**src/logic/hims_pkg.sv**
```systemverilog
package hims_pkg;
  localparam int HIMS_SYS_CLK_MHZ = 250;
  localparam int HIMS_SPI_MAX_MHZ = 30;
  localparam int HIMS_I2C_STD_KHZ = 100;
  localparam int HIMS_I2C_FAST_KHZ = 400;
  localparam int HIMS_DATA_W = 14;
  localparam int HIMS_SHIFT_W = 24;
  localparam int HIMS_BIT_PROT = 11;
  localparam int HIMS_BIT_CLK = 12;
  localparam int HIMS_BIT_DAT = 13;
  localparam logic HIMS_QUEUE_RST = 1'b0;
  typedef enum logic [1:0] {
    HIMS_MODE_PAR = 2'b00,
    HIMS_MODE_SPI = 2'b01,
    HIMS_MODE_I2C = 2'b10
  } hims_mode_e;
endpackage

```
**src/logic/hims_sync_if.sv**
```systemverilog
`timescale 1ns/1ps
`default_nettype none
interface hims_sync_if;
  logic [2:0] raw;
  logic [2:0] synced;
  modport owner(output raw, input synced);
  modport sync(input raw, output synced);
endinterface
`default_nettype wire

```
**src/logic/hims_sync.sv**
```systemverilog
`timescale 1ns/1ps
`default_nettype none
module hims_sync (
  input wire logic sys_clk_in,
  input wire logic rst_in,
  hims_sync_if.sync port_if
);
  logic [2:0] meta_q;
  logic [2:0] sync_q;
  // first stage feeds only the second stage
  always_ff @(posedge sys_clk_in or posedge rst_in) begin
    if (rst_in) begin
      meta_q <= 3'h0;
      sync_q <= 3'h0;
    end else begin
      meta_q <= port_if.raw;
      sync_q <= meta_q;
    end
  end
  assign port_if.synced = sync_q;
endmodule
`default_nettype wire

```
**src/logic/hims_mode_select.sv**
```systemverilog
`timescale 1ns/1ps
`default_nettype none
// Summary of operation
// [RL1] a high queue strap enables the write queue so the host may write at full rate.
// [RL2] the write queue is only offered in parallel mode, never in either serial mode.
// [RL3] the strap is sampled after power-up and after each clear or reset and held until the next.
// [RL4] the host holds the queue strap low in both serial modes; the testbench ties it high in spi mode.
// [RL5] in parallel mode the three shared pins are data bits 11, 12 and 13.
// [RL6] serial kind with protocol select low is spi: bit 12 pin is clock, bit 13 pin is data in.
// [RL7] serial kind with protocol select high is i2c: bit 12 pin is scl, bit 13 pin is sda.
// [RL8] in spi mode bits shift in on the falling serial clock edge, up to 30 mhz.
// [RL9] the host keeps serial data stable at the falling serial clock edge.
// [RL10] i2c clock runs at 100 khz or 400 khz and both are accepted.
// [RL11] sda is only pulled low or released, never driven high.
// [RL12] spi readback bits launch on the rising serial clock edge.
// [RL13] the host changes the mode selects only during reset or power-up; the testbench also changes them with a clear pulse.
module hims_mode_select
  import hims_pkg::*;
(
  input wire logic sys_clk_in,
  input wire logic rst_in,
  input wire logic clear_in,
  input wire logic interface_kind_select_in,
  input wire logic queue_strap_in,
  input wire logic [HIMS_BIT_PROT-1:0] par_data_in,
  input wire logic serial_protocol_select_in,
  input wire logic clock_or_bit12_pin_in,
  input wire logic data_in_or_bit13_pin_in,
  input wire logic spi_readback_bit_in,
  input wire logic i2c_sda_pull_low_in,
  output logic [1:0] mode_out,
  output logic queue_enable_out,
  output logic [HIMS_DATA_W-1:0] par_word_out,
  output logic [HIMS_SHIFT_W-1:0] spi_shift_out,
  output logic spi_bit_strobe_out,
  output logic serial_readback_out,
  output logic i2c_scl_out,
  output logic i2c_sda_out,
  output logic sda_out,
  output logic sda_oe_out
);
  hims_sync_if pin_if();
  hims_mode_e mode_q;
  logic [1:0] strap_sync_q;
  logic [1:0] kind_sync_q;
  logic [1:0] prot_sync_q;
  logic clear_q;
  logic sample_q;
  logic queue_q;
  logic sclk_prev_q;
  logic [HIMS_SHIFT_W-1:0] shift_q;
  logic strobe_q;
  logic readback_q;
  logic [HIMS_DATA_W-1:0] par_q;
  logic scl_q;
  logic sda_q;
  logic sda_oe_q;
  logic sclk_now;
  logic sclk_fall;
  logic sclk_rise;
  logic clear_sync_q;
  logic clear_meta_q;
  logic [1:0] boot_q;
  logic [HIMS_BIT_PROT-1:0] par_meta_q;
  logic [HIMS_BIT_PROT-1:0] par_sync_q;

  // fast serial pins share one synchroniser; mode selects are quasi-static
  assign pin_if.raw = {data_in_or_bit13_pin_in, clock_or_bit12_pin_in, serial_protocol_select_in};
  hims_sync u_sync (
    .sys_clk_in(sys_clk_in),
    .rst_in(rst_in),
    .port_if(pin_if)
  );

  always_ff @(posedge sys_clk_in or posedge rst_in) begin
    if (rst_in) begin
      strap_sync_q <= 2'h0;
      kind_sync_q <= 2'h0;
      prot_sync_q <= 2'h0;
      clear_meta_q <= 1'b0;
      clear_sync_q <= 1'b0;
    end else begin
      strap_sync_q <= {strap_sync_q[0], queue_strap_in};
      kind_sync_q <= {kind_sync_q[0], interface_kind_select_in};
      prot_sync_q <= {prot_sync_q[0], serial_protocol_select_in};
      clear_meta_q <= clear_in;
      clear_sync_q <= clear_meta_q;
    end
  end

  // low data bits take the same two stages as the shared pins so the word stays aligned
  always_ff @(posedge sys_clk_in or posedge rst_in) begin
    if (rst_in) begin
      par_meta_q <= '0;
      par_sync_q <= '0;
    end else begin
      par_meta_q <= par_data_in;
      par_sync_q <= par_meta_q;
    end
  end

  // the post-reset sample waits until the strap synchronisers hold real pin levels
  always_ff @(posedge sys_clk_in or posedge rst_in) begin
    if (rst_in) begin
      boot_q <= 2'h0;
    end else begin
      boot_q <= {boot_q[0], 1'b1};
    end
  end

  // sample request after reset release and on each clear rising edge
  always_ff @(posedge sys_clk_in or posedge rst_in) begin
    if (rst_in) begin
      clear_q <= 1'b0;
      sample_q <= 1'b0;
    end else begin
      clear_q <= clear_sync_q;
      sample_q <= (boot_q == 2'h1) | (clear_sync_q & ~clear_q); // [RL3]
    end
  end

  // mode captured with the strap so it cannot change mid-operation
  always_ff @(posedge sys_clk_in or posedge rst_in) begin
    if (rst_in) begin
      mode_q <= HIMS_MODE_PAR;
    end else if (sample_q) begin
      if (!kind_sync_q[1]) begin
        mode_q <= HIMS_MODE_PAR; // [RL5]
      end else if (prot_sync_q[1]) begin
        mode_q <= HIMS_MODE_I2C; // [RL7]
      end else begin
        mode_q <= HIMS_MODE_SPI; // [RL6]
      end
    end
  end

  always_ff @(posedge sys_clk_in or posedge rst_in) begin
    if (rst_in) begin
      queue_q <= HIMS_QUEUE_RST;
    end else if (sample_q) begin
      // serial strap ignored even if mis-tied high
      queue_q <= strap_sync_q[1] & ~kind_sync_q[1]; // [RL1] [RL2] [RL3] [RL4]
    end
  end

  assign sclk_now = pin_if.synced[1];
  always_ff @(posedge sys_clk_in or posedge rst_in) begin
    if (rst_in) begin
      sclk_prev_q <= 1'b0;
    end else begin
      sclk_prev_q <= sclk_now;
    end
  end
  assign sclk_fall = sclk_prev_q & ~sclk_now;
  assign sclk_rise = ~sclk_prev_q & sclk_now;

  // 30 mhz clock gives ~8 system cycles per period, enough for edge finding
  always_ff @(posedge sys_clk_in or posedge rst_in) begin
    if (rst_in) begin
      shift_q <= '0;
      strobe_q <= 1'b0;
    end else begin
      strobe_q <= (mode_q == HIMS_MODE_SPI) && sclk_fall;
      if ((mode_q == HIMS_MODE_SPI) && sclk_fall) begin
        shift_q <= {shift_q[HIMS_SHIFT_W-2:0], pin_if.synced[2]}; // [RL8] [RL9]
      end
    end
  end

  // launched on the rise so the far receiver sees it settled at the next fall
  always_ff @(posedge sys_clk_in or posedge rst_in) begin
    if (rst_in) begin
      readback_q <= 1'b0;
    end else if ((mode_q == HIMS_MODE_SPI) && sclk_rise) begin
      readback_q <= spi_readback_bit_in; // [RL12]
    end
  end

  // parallel word is a plain pin mirror, same settling rules as the bus
  // a word caught mid-change may mix old and new bits; the host's write timing decides validity
  always_ff @(posedge sys_clk_in or posedge rst_in) begin
    if (rst_in) begin
      par_q <= '0;
    end else if (mode_q == HIMS_MODE_PAR) begin
      par_q <= {pin_if.synced, par_sync_q}; // [RL5]
    end
  end

  // i2c pins pass as levels; sampling at 250 mhz covers 100 and 400 khz
  always_ff @(posedge sys_clk_in or posedge rst_in) begin
    if (rst_in) begin
      scl_q <= 1'b1;
    end else begin
      scl_q <= (mode_q == HIMS_MODE_I2C) ? pin_if.synced[1] : 1'b1; // [RL10]
    end
  end

  always_ff @(posedge sys_clk_in or posedge rst_in) begin
    if (rst_in) begin
      sda_q <= 1'b1;
    end else begin
      sda_q <= (mode_q == HIMS_MODE_I2C) ? pin_if.synced[2] : 1'b1; // [RL10]
    end
  end

  // the released line rises through the board pull-up, so only low is ever driven
  always_ff @(posedge sys_clk_in or posedge rst_in) begin
    if (rst_in) begin
      sda_oe_q <= 1'b0;
    end else begin
      sda_oe_q <= (mode_q == HIMS_MODE_I2C) && i2c_sda_pull_low_in; // [RL11]
    end
  end

  assign mode_out = mode_q;
  assign queue_enable_out = queue_q;
  assign par_word_out = par_q;
  assign spi_shift_out = shift_q;
  assign spi_bit_strobe_out = strobe_q;
  assign serial_readback_out = readback_q;
  assign i2c_scl_out = scl_q;
  assign i2c_sda_out = sda_q;
  assign sda_out = 1'b0; // [RL11]
  assign sda_oe_out = sda_oe_q;
endmodule
`default_nettype wire

```
**config.mk**
```make
export PLATFORM = sky130hd
export DESIGN_NAME = hims_mode_select
export DESIGN_NICKNAME = d
export VERILOG_FILES = /design/src/logic/hims_pkg.sv /design/src/logic/hims_sync_if.sv /design/src/logic/hims_sync.sv /design/src/logic/hims_mode_select.sv
export SDC_FILE = /design/constraint.sdc
export NUM_CORES = 1
export LEC_CHECK = 0
export BUFFER_PORTS_ARGS = -buffer_cell sky130_fd_sc_hd__buf_2
export CORE_ASPECT_RATIO = 1.2
export CORE_MARGIN = 2
export CORE_UTILIZATION = 50
export CTS_BUF_LIST = sky130_fd_sc_hd__clkbuf_8 sky130_fd_sc_hd__clkbuf_16
export CTS_CLUSTER_SIZE = 12
export DETAILED_ROUTE_END_ITERATION = 6
export MAX_ROUTING_LAYER = met4
export PLACE_DENSITY = 0.75
export SYNTH_ARGS = -nofsm -noshare
export SYNTH_HDL_FRONTEND = slang
export SYNTH_HIERARCHICAL = 1
export SYNTH_SLANG_ARGS = --single-unit
```
**constraint.sdc**
```tcl
create_clock -name sys_clk_in -period 7.6 [get_ports sys_clk_in]
set_input_delay 1.52 -clock sys_clk_in [delete_from_list [all_inputs] [get_ports sys_clk_in]]
set_output_delay 1.52 -clock sys_clk_in [all_outputs]
set_load 0.02 [all_outputs]
```
* Yosys cells after proc, flatten, opt, wreduce, memory -nomap -nowiden
Cells that the tools add are included.
** Cells by class
- Eq/ne operators :: 3
- Muxes and demuxes :: 4
- Bitwise gates (word level) :: 9
- Reduce and logical (&&, ||, !) cells :: 4
** Operators by type and width (number)
- bitwise AND 1 bit :: 4
- equality test 2 x 1 -> 1 bit (second input constant) :: 2
- two-way mux 2 bit :: 2
- inverter 1 bit :: 4
- logical AND 1 bit :: 3
- equality test 2 bit (second input constant) :: 1
- zero test 2 bit :: 1
- two-way mux 1 bit :: 2
- OR 1 bit :: 1
** Storage, ports and cells
- Register bits after elaboration :: 87

* Logic depth before layout (Yosys ltp)
Gate-level depths: netlist of run 1.
- Depth in word-level cells :: 3
- Depth in mapped cells :: 4
- Depth with buffers taken out :: 2

* Hierarchy
The synthesis of run 1 kept the hierarchy.
** By module, submodules not included
- hims_mode_select :: times used 1, cells an instance 147, area each 2728.9 um^2, seq. area each 2029.4 um^2
- hims_sync :: times used 1, cells an instance 7, area each 153.9 um^2, seq. area each 150.1 um^2

* Worst setup path after synthesis of run 1
No wires, ideal clock.
- Path type :: register to output
- Start point :: register scl_q, in the netlist i2c_scl_out
- End point :: output port i2c_scl_out
- Arrival time :: 554 ps
- Path slack :: 5526 ps
- Stages on the path, launching flop included :: 1
- Path buffers :: 0
- Path through :: dfstp_2
** RTL lines
- start: declaration :: line hims_mode_select.sv:55 : logic scl_q;
- start signal: assignment :: line hims_mode_select.sv:194 : scl_q <= (mode_q == HIMS_MODE_I2C) ? pin_if.synced[1] : 1'b1;
- end: declaration :: line hims_mode_select.sv:37 : output logic i2c_scl_out,
No word-level cell between the ends.

* Worst setup path after layout of run 1
- Start point :: register sda_q, in the netlist i2c_sda_out
- End point :: output port i2c_sda_out
** RTL lines
- start: declaration :: line hims_mode_select.sv:56 : logic sda_q;
- start signal: assignment :: line hims_mode_select.sv:202 : sda_q <= (mode_q == HIMS_MODE_I2C) ? pin_if.synced[2] : 1'b1;
- end: declaration :: line hims_mode_select.sv:38 : output logic i2c_sda_out,
No word-level cell between the ends.

==> summary.txt, run 1 <==
Finish
  – FILL cells: 424
  – Nets@finish: 250
  – Area growth, synth to finish: 21.7%
  – Diodes inserted: 0
  – Multi-input gate area: 611 µm²
  – Register area: 2180 µm²
  – Share of cells above drive strength 1: 54.5%

Pwr
  – Max VDD drop: 0.169 mV
  – Sequential power share: 50.3%
  – Logic pwr share: 11.3%
  – P_int: 0.799 mW
  – Leak: 1.78 nW
  – Clock power frac: 38.3%
  – Net Sw Frac: 22.9%
  – Sw Pwr: 0.238 mW
  – P per Cell Area: 296 nW/µm²
  – Total power: 1.04 mW

Routing
  – DRT antenna net count: 0
  – WL final: 4140 µm
  – Initial drt markers: 35
  – Via Count: 1433
  – Via/cell ratio: 4.82
  – DR pass1 iterations: 4
  – Residual DRC: 0
  – Routed len/inst: 13.9 µm

Logic synthesis
  – Net Count, Synth: 175
  – Share of the synthesized area in the top cell type: 73.8%
  – Syn Inst Count: 154
  – Syn Area/Cell: 18.7 µm²
  – Seq/Total Area, Yosys: 75.6%
  – Yosys reg bits: 87
  – Top cells by area, synth: dfrtp_1, mux2_4, mux2_2
  – Yosys top cell by area: dfrtp_1
  – YS warnings: 6
  – Mapped Area: 2880 µm²
  – Synth unique cells: 20

Global route
  – First-pass GRT wire length: 6520 µm
  – Vias in the first global route: 1370
  – Initial antenna violation count: 0
  – Total GRT Usage: 14.5%
  – Largest net degree at the start of global routing: 82
  – Total gr overflow: 0

Setup path
  – R2R depth: 3
  – CP Max Fanout: 1
  – CP delay by family, top: flip-flops
  – Max incr delay on CP: 540 ps
  – Crit path buf inv count: 1
  – Crit Path Category: reg -> out
  – Worst EP required: 6080 ps
  – WP depth: 1
  – CP max stage cell: dfstp_2
  – Worst Setup Start Kind: flip-flop
  – Worst endpoint data arrival time: 1030 ps
  – Critical path cell sequence: buf_2
  – Worst setup EP type: primary output

Timing
  – Worst slew pin tran: 971 ps
  – FMAX: 0.392 GHz
  – Hold slack: 352 ps
  – Slew margin rel.: 35.3%
  – Fin. max-slew vios: 0
  – Sum of negative setup slack: 0 ps
  – Tcrit/Tclk final: 33.5%
  – Final setup violation count: 0
  – Worst clock skew: 6.14 ps
  – RSZ-0062 raised after global routing: no
  – Period minus WS final: 2550 ps
  – Final hold vios: 0

Run
  – Max Cap Viol: 0

Place
  – I/O Buffers: 66
  – RePlAce Congestion: 0.681
  – HPWL Detailed: 2740 µm

Die
  – DIE AREA: 6390 µm²
  – Die height: 87.2 µm
  – Die X: 73.3 µm
  – Site Rows: 30
  – Core area: 5630 µm²
  – Io pins: 68
  – Initial Utilization: 51.2%

Hold path
  – HP Class: reg -> reg
  – Worst hold path depth: 0

CTS
  – Reg clk slew, reported paths: 80 ps
  – Clock root cell: clkbuf_8
  – Clk Latency, worst-skew pair: 340 ps
  – Post_cts resized: 0
  – Post-CTS setup buffer count: 0
  – Max H-tree Level: 3
  – CTS tree: built
  – CTS Sinks: 87
  – Cts bufs inserted: 9
  – CTS Hold Bufs: 0
  – Maximum buffer depth of the clock tree: 2

Status
  – Status: finished clean
[layer usage]
metal  share of wire, %  up-vias  track usage, %  wire [µm]
met5                  0        -               -          0
met3                6.0        8            4.51        249
met4                2.0        0            7.93         82
met1                 47      707            19.5       1940
li1                   -      659               -          -
met2                 45       59            19.6       1870
[cell usage in the layout, fill, tap and decap left out, drive strengths merged, types with 2 or more instances in the layout]
| cell | instances |
|---|---|
| buf | 69 |
| dfrtp | 85 |
| o21ai | 2 |
| conb | 2 |
| bufinv | 4 |
| inv | 6 |
| nand2b | 2 |
| dfstp | 2 |
| clkinv | 3 |
| mux2 | 39 |
| o22ai | 2 |
| clkbuf | 9 |
| and4bb | 2 |
[flip-flops by register name, indices dropped and copies added (netlist names), 3 cells and up]
name and flops:
spi_shift_out 24, par_word_out 14, par_meta_q 11, par_sync_q 11
u_sync/meta_q 3, u_sync/port_if.synced 3
[power by group through the flow]
stage	Combinational, mW	Sequential (mW)	Clock, mW
floorplan	0.0462	0.561	0
global placement	0.117	0.531	0
detailed placement	0.119	0.531	0
CTS	0.120	0.523	0.408
global route	0.127	0.527	0.429
finish	0.118	0.522	0.398
[through the flow]
step	area, µm²	utilization [%]	setup WS (ps)	instances
floorplan	2880	-	4000	154
global placement	3250	57.7	5100	282
detailed placement	3250	57.7	5090	282
CTS	3510	62.3	5030	297
global route	3510	62.3	5020	297
finish	3510	62.3	5050	297
[worst paths after layout]
kind / start / end / slack (ps)
setup / recovery: i2c_sda_out / i2c_sda_out / 5050
min in group asynchronous: rst_in / u_sync/meta_q[0] / 1100
hold reg to reg: par_meta_q[0] / par_sync_q[0] / 350
setup reg to reg: u_sync/port_if.synced[1] / spi_shift_out[3] / 6030
max in group asynchronous: rst_in / clear_q / 5490
hold / removal: par_meta_q[0] / par_sync_q[0] / 350
[cell type report]
| type | instances | share of cell area (%) |
|---|---|---|
| well taps | 64 | 2.28 |
| flip-flops and latches | 87 | 62.1 |
| clock inverters | 6 | 3.82 |
| inverters | 7 | 0.785 |
| multi-input cells | 55 | 17.4 |
| clock buffers | 9 | 3.53 |
| repair buffers | 69 | 10.1 |
[synthesized netlist by cell type (all sizes together)]
library cell / n
dfstp: 2
nand3: 1
nor2b: 1
mux2: 39
nand2b: 2
o22ai: 2
nand3b: 1
conb: 2
and4bb: 2
and2: 1
buf: 5
nand2: 1
nor2: 1
o21ai: 2
inv: 7
dfrtp: 85
[kinds of logic (layout without fill, tap and decap cells)]
| family | Yosys count | in the layout | synth area share [%] |
|---|---|---|---|
| and+or+nand+nor | 10 | 10 | 2.43 |
| other | 2 | 2 | 0.261 |
| DFF | 87 | 87 | 75.6 |
| muxes | 39 | 39 | 17.7 |
| buffers and inverters | 12 | 91 | 3.21 |
| AOI/OAI and AO/OA | 4 | 4 | 0.781 |
Power figures use the tool's default switching activity.
==> run 2: changes to the inputs <==
Settings changed: ABC_AREA from default to 1, CORE_UTILIZATION 50 to 47, PLACE_DENSITY 0.75 to 0.74.
Clock period 7.6 ns to 2.3 ns, I/O delays scaled along.
==> run 2 against run 1 <==
  * Non-clock buffer count increased by 1
  * First-iteration DRC count increased to 3.5 times the previous value
  * Synthesized cell count increased by 57%
  * Routed wire length is 18% higher
  * Die area increased by 6.0%
  * Global-route usage increased by 2.1 points
  * Synthesized area is essentially flat
==> summary.txt, run 2 <==
CTS
  – Reg clk slew, reported paths: 80 ps
  – Post-CTS setup buffer count: 0
  – Clk Latency, worst-skew pair: 340 ps
  – CTS Sinks: 87
  – Post_cts resized: 0
  – Max H-tree Level: 3
  – Maximum buffer depth of the clock tree: 2
  – CTS tree: built
  – Clock root cell: clkbuf_8
  – CTS Hold Bufs: 0
  – Cts bufs inserted: 9

Setup path
  – Worst EP required: 1840 ps
  – Crit path buf inv count: 1
  – Critical path cell sequence: buf_2
  – Worst setup EP type: primary output
  – Crit Path Category: reg -> out
  – Max incr delay on CP: 730 ps
  – Worst Setup Start Kind: flip-flop
  – Worst endpoint data arrival time: 1370 ps
  – R2r setup slk: 720 ps
  – Reg2reg end: spi_shift_out[1]
  – Crit path launch: mode_out[1]
  – CP max stage cell: dfrtp_1
  – FF-to-FF Start: mode_out[0]
  – CP Max Fanout: 20
  – CP delay by family, top: flip-flops
  – R2R depth: 5

Routing
  – DRT antenna net count: 0
  – DR pass1 iterations: 4
  – Initial drt markers: 124
  – Routed len/inst: 12.3 µm
  – WL final: 4890 µm
  – Via/cell ratio: 4.64
  – Via Count: 1848
  – Residual DRC: 0

Logic synthesis
  – Async set or reset register ratio after synthesis: 100%
  – Syn Area/Cell: 11.9 µm²
  – Synth unique cells: 20
  – Top cells by area, synth: dfrtp_1, nand2_1, nand3_1
  – Yosys top cell by area: dfrtp_1
  – Syn Inst Count: 242
  – Post-synth EDFFs: 0
  – Post-synthesis adder-cell area fraction: 0%
  – Most used DFF post-synth: dfrtp_1
  – Mapped Area: 2880 µm²
  – Dominant combinational cell family by area after synthesis: simple AND/OR/NAND/NOR gates
  – YS warnings: 6
  – Top post-synthesis cells by count: dfrtp_1, nand2_1, nand3_1
  – Seq/Total Area, Yosys: 75.6%
  – Net Count, Synth: 263
  – Share of the synthesized area in the top cell type: 73.8%
  – Yosys reg bits: 87
  – Compound-Gate Fraction of Synth Area: 3.21%
  – Synth Area in XOR/XNOR: 0%
  – Post-synthesis mux area share: 0%
  – Most frequent cell after synthesis: dfrtp_1
  – Simple-gate portion of the synthesized area: 17.0%

Die
  – Core area: 5970 µm²
  – Die X: 75.5 µm
  – Die height: 89.8 µm
  – Site Rows: 31
  – Io pins: 68
  – Initial Utilization: 48.2%
  – DIE AREA: 6780 µm²

Timing
  – Final hold vios: 0
  – Slew margin rel.: 59.9%
  – Fin. max-slew vios: 0
  – Final setup violation count: 0
  – Sum of negative setup slack: 0 ps
  – Tcrit/Tclk final: 79.4%
  – FMAX: 0.548 GHz
  – Setup WS post-layout: 474 ps
  – Hold slack: 50.5 ps
  – RSZ-0062 raised after global routing: no
  – Worst clock skew: 12.7 ps
  – Period minus WS final: 1830 ps
  – Worst slew pin tran: 601 ps

Status
  – Status: finished clean

Global route
  – First-pass GRT wire length: 8220 µm
  – Initial antenna violation count: 0
  – Largest net degree at the start of global routing: 82
  – Vias in the first global route: 1766
  – Total gr overflow: 0
  – Total GRT Usage: 16.5%

Finish
  – Utilization after layout: 58.3%
  – Area growth, synth to finish: 20.9%
  – FILL cells: 520
  – Register area: 2180 µm²
  – Nets@finish: 333
  – Diodes inserted: 0
  – Commonest non-fill, non-tap cell in the layout: dfrtp_1
  – Non-filler instance count after layout: 398
  – Max reg flops: 24
  – Multi-input gate area: 589 µm²
  – Share of cells above drive strength 1: 28.8%
  – Most frequent cells in the layout: dfrtp_1, nand2_1, buf_2, nand3_1, o21ai_0

Place
  – HPWL Detailed: 3250 µm
  – RePlAce Congestion: 0.743
  – I/O Buffers: 66
  – Post-Place Setup Slack: 729 ps
  – Placed Cells: 383

Pwr
  – P per Cell Area: 906 nW/µm²
  – Leak: 1.91 nW
  – Max VDD drop: 0.528 mV

Run
  – Max Cap Viol: 0

Hold path
  – HP Class: in -> async
[run 2: cell types whose count changed after synthesis, sizes merged, moves of 2 or more]
| cell | previous run | this run |
|---|---|---|
| mux2 | 39 | 0 |
| nor2 | 1 | 5 |
| o21ai | 2 | 15 |
| and4bb | 2 | 0 |
| buf | 5 | 9 |
| nand2 | 1 | 79 |
| clkbuf | 0 | 2 |
| nand3 | 1 | 27 |
| nand2b | 2 | 0 |
| inv | 7 | 10 |
[run 2: cell type report]
cell class / count / area share, %
sequential: 87 / 62.6
multi-input combinational: 134 / 16.9
timing repair buffer: 70 / 10.7
clock buffer: 11 / 4.35
tap: 82 / 2.95
clock inverter: 4 / 1.33
inverter: 10 / 1.19
[run 2: per-stage QoR]
| stage | instance area (µm²) | total power, mW |
|---|---|---|
| 2_1_floorplan | 2890 | 2.00 |
| 5_1_grt | 3480 | 3.32 |
| 3_5_place_dp | 3290 | 2.16 |
| 4_1_cts | 3480 | 3.20 |
| 6_report | 3480 | 3.16 |
| 3_3_place_gp | 3290 | 2.15 |
[run 2: worst max-delay path by stage]
stage               depth (start not counted)           endpoint  slack, ps
floorplan                                   1          boot_q[0]        920
global placement                            5  spi_shift_out[22]        790
detailed placement                          5   spi_shift_out[2]        730
CTS                                         1        mode_out[1]        480
global route                                1        mode_out[1]        420
finish                                      1        mode_out[1]        470
[run 2: kinds of logic (layout without fill, tap and decap cells)]
kind of cell | Yosys count | count (layout)
other | 2 | 2
flip-flops | 87 | 87
buffers and inverters | 21 | 95
AO/OA/AOI/OAI | 18 | 18
AND/OR/NAND/NOR | 114 | 114
[run 2: where the power goes]
group / total, mW / internal (mW) / switching [mW]
clock network: 1.03 / 0.550 / 0.481
logic: 0.389 / 0.123 / 0.266
registers: 1.73 / 1.65 / 0.0826
[run 2: layer usage]
metal	up-vias	share of wire, %	GRT usage (%)
li1	899	-	-
met5	-	0	-
met4	0	1.6	7.89
met3	5	5.9	5.27
met2	47	50	23.7
met1	897	43	21.3
==> run 3: changes to the inputs <==
Settings changed: CORE_UTILIZATION 47 to 50, PLACE_DENSITY 0.74 to 0.75.
Clock period 2.3 ns to 1.8 ns, I/O delays scaled along.
==> run 3 against run 2 <==
  * Worst hold slack gained 61 ps
  * Highest routed layer unchanged
  * Count of clock-buffer cells in the layout decreased by 2
  * Critical path depth rose by 1
  * Design area increased by 1.4%
  * Critical endpoint unchanged
  * Non-clock buffer count is 6 higher
  * Utilization up 4.4 points
  * Critical path type unchanged
  * Via count rose by 3.0%
  * Clock power up 42%
  * Setup slack worse by 330 ps
  * Clock skew decreased by 7.7 ps
==> summary.txt, run 3 (same netlist as run 2, synthesis figures left out) <==
Pwr
  – Sequential power share: 52.4%
  – Max VDD drop: 0.717 mV
  – P_int: 3.07 mW
  – Net Sw Frac: 26.7%
  – Clock power frac: 34.8%
  – P per Cell Area: 1180 nW/µm²
  – Leak: 1.94 nW
  – Sw Pwr: 1.12 mW
  – Logic pwr share: 12.8%

Global route
  – Total gr overflow: 0
  – Vias in the first global route: 1766
  – Initial antenna violation count: 0
  – Total GRT Usage: 18.2%
  – First-pass GRT wire length: 8360 µm
  – Largest net degree at the start of global routing: 28

Hold path
  – Worst hold path depth: 1
  – HP Class: in -> reg
  – Hold path endpoint: par_meta_q[6]
  – Start point of the worst min-delay path: par_data_in[6]

Setup path
  – Crit Path Category: reg -> out
  – R2r setup slk: 540 ps
  – Worst setup EP type: primary output
  – R2R depth: 4
  – CP Max Fanout: 11
  – Worst endpoint data arrival time: 1290 ps
  – Crit path buf inv count: 2
  – FF-to-FF Start: mode_out[1]
  – Worst Setup Start Kind: flip-flop
  – Worst EP required: 1440 ps
  – CP delay by family, top: flip-flops
  – Max incr delay on CP: 530 ps
  – Critical path cell sequence: buf_4 -> buf_2
  – Reg2reg end: spi_shift_out[7]
  – CP max stage cell: dfrtp_1

CTS
  – CTS tree: built
  – CTS Sinks: 87
  – Clk Latency, worst-skew pair: 350 ps
  – Post_cts resized: 0
  – Maximum buffer depth of the clock tree: 2
  – CTS Hold Bufs: 1
  – Post-CTS setup buffer count: 0
  – Cts bufs inserted: 9
  – Max H-tree Level: 3
  – Clock root cell: clkbuf_8
  – Reg clk slew, reported paths: 80 ps

Timing
  – Period minus WS final: 1650 ps
  – FMAX: 0.606 GHz
  – RSZ-0062 raised after global routing: no
  – Final setup violation count: 0
  – Sum of negative setup slack: 0 ps
  – Hold slack: 111 ps
  – Worst clock skew: 4.99 ps
  – Final hold vios: 0
  – Tcrit/Tclk final: 91.7%
  – Fin. max-slew vios: 0

Die
  – Core area: 5630 µm²
  – Site Rows: 30
  – Die height: 87.2 µm
  – DIE AREA: 6390 µm²
  – Initial Utilization: 51.2%
  – Die X: 73.3 µm
  – Io pins: 68

Routing
  – Residual DRC: 0
  – Initial drt markers: 103
  – DRT antenna net count: 0
  – Via/cell ratio: 4.92
  – WL final: 5030 µm
  – Via Count: 1903
  – DR pass1 iterations: 4
  – Routed len/inst: 13.0 µm

Finish
  – Most frequent cells in the layout: dfrtp_1, nand2_1, buf_2, nand3_1, o21ai_0
  – Share of cells above drive strength 1: 30.3%
  – Final Cell Area: 3530 µm²
  – Nets@finish: 339
  – Max reg flops: 24
  – Diodes inserted: 0
  – Commonest non-fill, non-tap cell in the layout: dfrtp_1
  – FILL cells: 457
  – Area growth, synth to finish: 22.5%

Run
  – Max Cap Viol: 0

Place
  – DP Area: 3300 µm²
  – HPWL Detailed: 3370 µm
  – RePlAce Congestion: 0.727
  – I/O Buffers: 66

Status
  – Status: finished clean
[run 3: cell count changes in the layout (fill, tap and decap cells not counted), sizes merged]
cell,delta
buf,+5
clkbuf,-2
clkinvlp,+2
dlygate4sd3,+1
bufinv,+1
[run 3: worst max path at each step]
stage	startpoint	slack, ps	endpoint	depth (start not counted)
finish	mode_out[1]	150	mode_out[1]	2
global route	mode_out[1]	60	mode_out[1]	2
CTS	mode_out[1]	130	mode_out[1]	2
detailed placement	mode_out[1]	520	mode_out[1]	2
global placement	mode_out[1]	550	mode_out[1]	2
floorplan	rst_in	520	boot_q[0]	1
[run 3: layout make-up]
cell class	count	area [µm²]	area share, %
flip-flops and latches	87	2180	61.7
multi-input cells	134	589	16.7
repair buffers	76	420	11.9
clock buffers	9	124	3.51
clock inverters	7	96.3	2.73
well taps	64	80.1	2.27
inverters	10	41.3	1.17
[run 3: power groups by stage]
stage                     Sequential [mW]  Combinational, mW  Clock (mW)
after detailed placement             2.23              0.539           0
final                                2.19              0.534        1.46
after floorplan                      2.36              0.198           0
after global placement               2.23              0.527           0
after CTS                            2.20              0.544        1.49
after global routing                 2.22              0.593        1.58
[run 3: routing by layer]
layer	wire [µm]	up-vias	GRT usage [%]
met3	275	7	5.79
met2	2490	53	25.9
met4	93	0	8.43
li1	-	912	-
met1	2180	931	24.1
met5	0	-	-
[run 3: through the flow]
stage	util, %	power (mW)	setup slack, ps	instances
after global placement	58.6	2.75	548	370
after floorplan	-	2.56	518	242
final	62.7	4.18	149	387
after detailed placement	58.6	2.77	522	370
after CTS	62.7	4.23	129	387
after global routing	62.7	4.39	63.0	387
